--- config.mk ---
export PLATFORM = sky130hd
export DESIGN_NAME = hipd_detector
export DESIGN_NICKNAME = d
export VERILOG_FILES = /design/src/hipd_pkg.sv /design/src/hipd_counter.sv /design/src/hipd_detector.sv
export SDC_FILE = /design/constraint.sdc
export NUM_CORES = 1
export LEC_CHECK = 0
export ABC_AREA = 1
export BUFFER_PORTS_ARGS = -buffer_cell sky130_fd_sc_hd__buf_2
export CAP_MARGIN = 20
export CORE_MARGIN = 2
export CORE_UTILIZATION = 56
export CTS_CLUSTER_SIZE = 25
export DETAILED_ROUTE_END_ITERATION = 6
export GPL_TIMING_DRIVEN = 0
export PLACE_DENSITY_LB_ADDON = 0.2
export SLEW_MARGIN = 20
export SYNTH_ARGS = -nofsm -noshare
export SYNTH_HDL_FRONTEND = slang
export SYNTH_HIERARCHICAL = 1
export SYNTH_SLANG_ARGS = --single-unit
--- constraint.sdc ---
create_clock -name i_ref_clk -period 3.2 [get_ports i_ref_clk]
set_input_delay 0.64 -clock i_ref_clk [delete_from_list [all_inputs] [get_ports i_ref_clk]]
set_output_delay 0.64 -clock i_ref_clk [all_outputs]
set_load 0.05 [all_outputs]
--- src/hipd_pkg.sv ---
package hipd_pkg;
  // detector variants selectable at elaboration
  localparam logic [1:0] MODE_SHIFT = 2'h0;
  localparam logic [1:0] MODE_COUNT = 2'h1;
  // shift-register depth and counter terminal count
  localparam int SHIFT_DEPTH = 8;
  localparam int COUNT_TERMINAL = 16;
  // longest legitimate gap between strobes, in host input clocks
  localparam int STROBE_GAP_MAX = 10;
  localparam int COUNT_WIDTH = 5;
  localparam logic [4:0] COUNT_ZERO = 5'h00;
  localparam logic [4:0] COUNT_ONE = 5'h01;
  // reference clock rate, used only for documentation of timing
  localparam int REF_CLK_MHZ = 40;
  localparam int REF_CLK_PERIOD_NS = 25;
endpackage

--- src/hipd_counter.sv ---
module hipd_counter #(
  parameter int TERMINAL = hipd_pkg::COUNT_TERMINAL,
  parameter int WIDTH = hipd_pkg::COUNT_WIDTH
) (
  input wire logic i_ref_clk,
  input wire logic i_rst_n,
  input wire logic i_load_zero,
  output logic o_terminal,
  output logic [WIDTH-1:0] o_count
);
  logic [WIDTH-1:0] count;
  logic [WIDTH-1:0] next_count;
  logic terminal;
  logic next_terminal;
  localparam logic [WIDTH-1:0] TERM_VAL = WIDTH'(TERMINAL);
  localparam logic [WIDTH-1:0] ONE_VAL = WIDTH'(1);

  always_comb begin
    next_count = count;
    next_terminal = terminal;
    if (i_load_zero) begin
      next_count = '0;
      next_terminal = 1'b0;
    end else if (!terminal) begin
      // terminal flag doubles as the count enable, so it parks at terminal
      next_count = count + ONE_VAL;
      next_terminal = (next_count == TERM_VAL);
    end
  end

  always_ff @(posedge i_ref_clk or negedge i_rst_n) begin
    if (!i_rst_n) begin
      count <= '0;
      terminal <= 1'b0;
    end else begin
      count <= next_count;
      terminal <= next_terminal;
    end
  end

  assign o_terminal = terminal;
  assign o_count = count;
endmodule

--- src/hipd_detector.sv ---
// Contract
// - While the phase clock stays static the shift detector shifts a one in on every input clock.
// - After eight shifts with no activity the standby select output goes high.
// - Each low-to-high phase clock transition clears the shift detector, expected at least every two clocks.
// - The strobe counter must reach at least eleven since ten clocks may legitimately pass without a strobe.
// - The strobe counter counts sixteen clocks before its terminal flag drives standby select high.
// - A low strobe loads zero into the counter and clears the terminal flag.
// - The terminal flag is the counter's enable so it holds at sixteen.
// - For hosts that park the strobe low the strobe is inverted before use.
// - In combined mode the strobe is XNORed with a port bit, low bit detecting a static low strobe.
// - Standby select is active high: high means standby, low means active.
module hipd_detector #(
  parameter logic [1:0] MODE = hipd_pkg::MODE_SHIFT,
  parameter int SHIFT_DEPTH = hipd_pkg::SHIFT_DEPTH,
  parameter int COUNT_TERMINAL = hipd_pkg::COUNT_TERMINAL
) (
  input wire logic i_ref_clk,
  input wire logic i_rst_n,
  input wire logic i_phase_clk,
  input wire logic i_latch_strobe,
  input wire logic i_invert_strobe,
  input wire logic i_combined_en,
  input wire logic i_port_bit,
  output logic o_standby_sel_n,
  output logic [hipd_pkg::COUNT_WIDTH-1:0] o_idle_count
);
  typedef enum logic [1:0] {
    HIPD_ACTIVE = 2'b01,
    HIPD_STANDBY = 2'b10
  } hipd_state_t;

  hipd_state_t state;
  hipd_state_t next_state;
  logic [SHIFT_DEPTH-1:0] shreg;
  logic [SHIFT_DEPTH-1:0] next_shreg;
  logic phase_prev;
  logic next_phase_prev;
  logic strobe_eff;
  logic cnt_load;
  logic cnt_term;
  logic idle;
  logic standby;
  logic next_standby;
  logic [hipd_pkg::COUNT_WIDTH-1:0] cnt_val;

  // conditioned strobe: high means bus is quiet in the chosen sense
  function automatic logic cond_strobe(input logic s, input logic inv, input logic comb, input logic pb);
    logic r;
    r = inv ? ~s : s;
    if (comb) begin
      r = ~(s ^ pb);
    end
    return r;
  endfunction

  // the port bit is sampled as-is; it must stay put while the host sleeps
  assign strobe_eff = cond_strobe(i_latch_strobe, i_invert_strobe, i_combined_en, i_port_bit);

  // conditioned level low acts as the load, like a held-high strobe idles
  assign cnt_load = ~strobe_eff;

  hipd_counter #(
    .TERMINAL(COUNT_TERMINAL),
    .WIDTH(hipd_pkg::COUNT_WIDTH)
  ) u_counter (
    .i_ref_clk(i_ref_clk),
    .i_rst_n(i_rst_n),
    .i_load_zero(cnt_load),
    .o_terminal(cnt_term),
    .o_count(cnt_val)
  );

  always_comb begin
    next_phase_prev = i_phase_clk;
    next_shreg = {shreg[SHIFT_DEPTH-2:0], 1'b1};
    if (i_phase_clk && !phase_prev) begin
      // rising phase edge is the clear; a slower edge would be a host fault
      next_shreg = '0;
    end
  end

  // terminal of 16 exceeds the worst legal gap of 10 with margin
  assign idle = (MODE == hipd_pkg::MODE_SHIFT) ? shreg[SHIFT_DEPTH-1] : cnt_term;

  always_comb begin
    next_state = state;
    case (state)
      HIPD_ACTIVE: begin
        if (idle) begin
          next_state = HIPD_STANDBY;
        end
      end
      HIPD_STANDBY: begin
        // host wakes with dummy strobes, so leaving here early is safe
        if (!idle) begin
          next_state = HIPD_ACTIVE;
        end
      end
      default: begin
        next_state = HIPD_ACTIVE;
      end
    endcase
    next_standby = (next_state == HIPD_STANDBY);
  end

  // shift group only registers what its own always_comb worked out
  always_ff @(posedge i_ref_clk or negedge i_rst_n) begin
    if (!i_rst_n) begin
      shreg <= '0;
      phase_prev <= 1'b0;
    end else begin
      shreg <= next_shreg;
      phase_prev <= next_phase_prev;
    end
  end

  always_ff @(posedge i_ref_clk or negedge i_rst_n) begin
    if (!i_rst_n) begin
      state <= HIPD_ACTIVE;
      standby <= 1'b0;
    end else begin
      state <= next_state;
      standby <= next_standby;
    end
  end

  assign o_standby_sel_n = standby;
  assign o_idle_count = cnt_val;
endmodule

# == Word-level counts from Yosys, hierarchy flattened ==
# Cells that the tools add are included.
# word_totals
output_inout_bits,6
register_bits,18
elab_cells,27
input_bits,7
# op_classes
n_eq_ne,5
n_mux,10
reduce_logical,2
bitwise_logic,3
n_addsub,1
# op_table
op,n
$mux 5,2
$mux 8,1
$add 5x1->5 const B,1
$eq 5x5->1 const B,1
$eq 2x2->1 const B,2
$mux 1,4
$mux 2,2
$pmux 2 s2,1
$eq 2x1->1 const B,1
$ne 2x2->1 const B,1
$not 1->1,2
$logic_and 1x1->1,1
$logic_not 1->1,1
$xor 1x1->1,1

# == Logic depth before layout (Yosys ltp) ==
# depth
depth_word,4
depth_mapped,8
depth_no_buf,8

# == Modules after synthesis ==
# Netlist, hierarchy kept.
# modules_own_cells
module,area_each_um2,seq_area_each_um2,instances,cells_per_inst
hipd_detector,503.0,301.5,1,54
hipd_counter,296.5,150.1,1,36

# == Worst setup path after synthesis ==
# Ideal clock, no wire load.
# synth_path
path_type,input to register
startpoint,in i_invert_strobe
endpoint,reg u_counter.count[0] (netlist: u_counter/o_count[0])
setup_time_ns,0.078
slack_ns,1.781
t_arrival_ns,1.341
path_buffers,0
stages,6
t_required_ns,3.122
cell_sequence,or2_0 > nand3_1 > nand2_1 > nor2_1 > nor2_1 > a21oi_1
# synth_via
elab_chain_len,3
elab_cells_between_ends,4
classes_between,eq/ne (1); mux (3)
# synth_lines
item,line_no,source
start: declaration,hipd_detector.sv:21,"input wire logic i_invert_strobe,"
$mux 1 *,hipd_detector.sv:49,r = inv ? ~s : s;
$mux 1 *,hipd_detector.sv:50,if (comb) begin
$ne 2x2->1 (no source line) / $mux 5 (equally long branches),n/a,
end signal: assignment,hipd_counter.sv:36,count <= next_count;
end: declaration,hipd_counter.sv:11,logic [WIDTH-1:0] count;
# Every way passes the cells marked *; elsewhere a longest branch is shown, timed or not.
# A chain may end at the register's enable or synchronous reset.

# == Worst setup path after layout ==
# layout_path
startpoint,reg u_counter.count[2] (netlist: u_counter/o_count[2])
endpoint,out o_idle_count[2] (netlist bit)
# layout_rtl
item,line_no,source
end: declaration,hipd_detector.sv:25,output logic [hipd_pkg::COUNT_WIDTH-1:0] o_idle_count
# No word-level cell between the ends.

==> out/results.tsv <==
metric	value	unit
XOR/XNOR Fraction of Synth Area	0	
WL/cell	10.8	um
Skew-Pair Late Insertion Delay	290	ps
first-pass GRT wire length	2.23	mm
Synth Area in Adders	0.0469	
Non-Filler Instances	121	
initial drt markers	7	
met1 global-route usage	0.243	
Final Cell Area	915	um2
Most Used Layer, Global Route	met2	
outcome	finished clean	
Clock power frac	0.213	
IO Count	13	
Post-Route WL	1.30	mm
Final Max Tran Viols	0	
worst r2r src	state[0]$_DFF_PN1_	
sequential area share after synthesis	0.565	
Final ANT Viol Nets	0	
crit path buf inv count	1	
Sequential Power Share	0.474	
global routing usage on met3	0.0522	
DRC viols	0	
CTS Root Cell	clkbuf_4	
core box area	1320	um2
maximum vdd ir drop	0.587	mV
clock period minus final worst setup slack	1720	ps
Mapped Cells	90	
final worst-path cycle share	0.536	
Inserted Diodes	0	
Compound-Gate Fraction of Synth Area	0.0516	
CTS Buf Count	3	
PortBufs	12	
Post-DP Area	878	um2
CTS H-tree depth	1	
worst reg2reg path depth	5	
Avg Cell Area, Syn	8.88	um2
initial antenna violation count	0	
mux contribution to synthesized area	0	
RSZ-0062 raised after global routing	no	
worst relative slew slack	0.743	
die height	41.8	um
placed cells	117	
worst path required time	2560	ps
Combinational Power Share	0.313	
via count	608	
Cell Area, Synth	800	um2
Synth Net Count	100	
reg2reg setup slack	1970	ps
crit path kind	register to output pin	
Worst Hold Class	input pin to async pin	
clk sinks	18	
hold_buf cts	0	
most common cell after layout, fill and taps aside	inv_1	
Initial Utilization	0.607	
routability cong.	0.829	
Pre-antenna DRT Iters	4	
area of the multi-input gates	273	um2
Final Hold Vio Count	0	
CTS clk-pin slew, worst paths	100	ps
Lkg Pwr	0.509	nW
Fmax	583	MHz
largest net degree at the start of global routing	19	
share of post-route cells with drive strength above 1	0.198	
maxcap violations	0	
Final Hold Slack	255	ps
vias per std cell	5.02	
gr ovfl total	0	
most frequent cells in the layout	inv_1, dfrtp_1, nand2_1	
FF-to-FF End	o_standby_sel_n$_DFF_PN0_	
Cell Int Power	0.396	mW
die area	1750	um2
crit path capture type	output pin	
Yosys reg bits	18	
met2 Use GR	0.250	
global router's overall resource usage	0.171	
final setup vio count	0	
Layout Nets	117	
CP Cell Sequence	buf_2	
CTS tree	done	
clk_skew	6.88	ps
vias in the first global route	523	
critical path's slowest cell	dfrtp_1	
largest family of logic cells by synthesized area	simple AND/OR/NAND/NOR gates	
FF+latch area	452	um2
Ys Warns	6	
cts repair resizes	0	
postcts setup bufs	0	
Switching Share	0.382	
area grow syn2layout	14.4	%
critical path startpoint category	register	
DP HPWL	992	um
Die Span X	41.8	um
Max clock buf depth	2	
Simple-Gate Fraction of Synth Area	0.243	
max incr delay on CP	480	ps
Distinct cells, synth	19	
Worst EP arrival	1080	ps
Max Fanout on Critical Path	7	
Fillers	115	
setup TNS	0	ps
Cell Rows	13	
Tightest Pin Transition	386	ps
Psw	0.245	mW
Power per Cell Area	701	nW/um2
CP delay by family, top	flip-flops	
Final Util	0.694	
==> cells in the mapped netlist <==
library cell | n | area, um2
nor2_4 | 1 | 11.3
nand2_2 | 1 | 6.26
o21ai_0 | 3 | 15.0
inv_2 | 1 | 3.75
nand3_1 | 6 | 30.0
or2_0 | 1 | 6.26
ha_1 | 3 | 37.5
dfstp_2 | 1 | 26.3
a22o_1 | 1 | 8.76
dfrtp_1 | 17 | 425
nand2_1 | 16 | 60.1
nand4_1 | 2 | 12.5
nor2_1 | 12 | 45.0
nor3_1 | 1 | 5.00
o21bai_1 | 1 | 7.51
inv_1 | 19 | 71.3
nand3b_1 | 1 | 7.51
a21oi_1 | 2 | 10.0
nand3_2 | 1 | 10.0
==> worst max-delay path by stage <==
stage	from	endpoint	cells after the start
2_1_floorplan	i_invert_strobe	u_counter/o_count[0]$_DFFE_PN0P_	6
3_3_place_gp	i_invert_strobe	u_counter/o_count[4]$_DFFE_PN0P_	7
3_5_place_dp	i_invert_strobe	u_counter/o_count[0]$_DFFE_PN0P_	7
4_1_cts	u_counter/o_count[2]$_DFFE_PN0P_	o_idle_count[2]	1
5_1_grt	u_counter/o_count[2]$_DFFE_PN0P_	o_idle_count[2]	1
6_report	u_counter/o_count[2]$_DFFE_PN0P_	o_idle_count[2]	1
==> final cells by class <==
| cell class | count | area share |
|---|---|---|
| inverters | 20 | 0.0821 |
| flip-flops and latches | 18 | 0.494 |
| multi-input cells | 52 | 0.298 |
| clock buffers | 4 | 0.0397 |
| repair buffers | 12 | 0.0657 |
| well taps | 15 | 0.0205 |
==> through the flow <==
step                total power [mW]  setup slack [ps]
global placement               0.497              1590
floorplan                      0.456              1780
detailed placement             0.510              1540
CTS                            0.647              1490
finish                         0.641              1480
global route                   0.678              1450
==> power by group through the flow <==
stage | Sequential, mW | Clock [mW] | Combinational [mW]
final | 0.304 | 0.136 | 0.200
after global routing | 0.308 | 0.150 | 0.220
after CTS | 0.304 | 0.140 | 0.203
after detailed placement | 0.308 | 0 | 0.202
after global placement | 0.305 | 0 | 0.192
after floorplan | 0.365 | 0 | 0.0901
==> state kept, by name, summed over array words and instances, names as in the netlist <==
signal,flops
shreg,8
phase_prev,1
o_standby_sel_n,1
state,2
u_counter/o_count,5
u_counter/o_terminal,1
==> metal layers <==
metal  vias up  wire [um]
li1        306          -
met1       285        620
met2        15        618
met3         2         51
met4         0         12
met5         -          0
==> logic make-up after synthesis <==
family / count (synthesis)
compound gates: 7
buf+inv: 20
flops: 18
fa+ha+maj: 3
simple gates: 42
No activity file was read; power rests on OpenSTA's default activity.
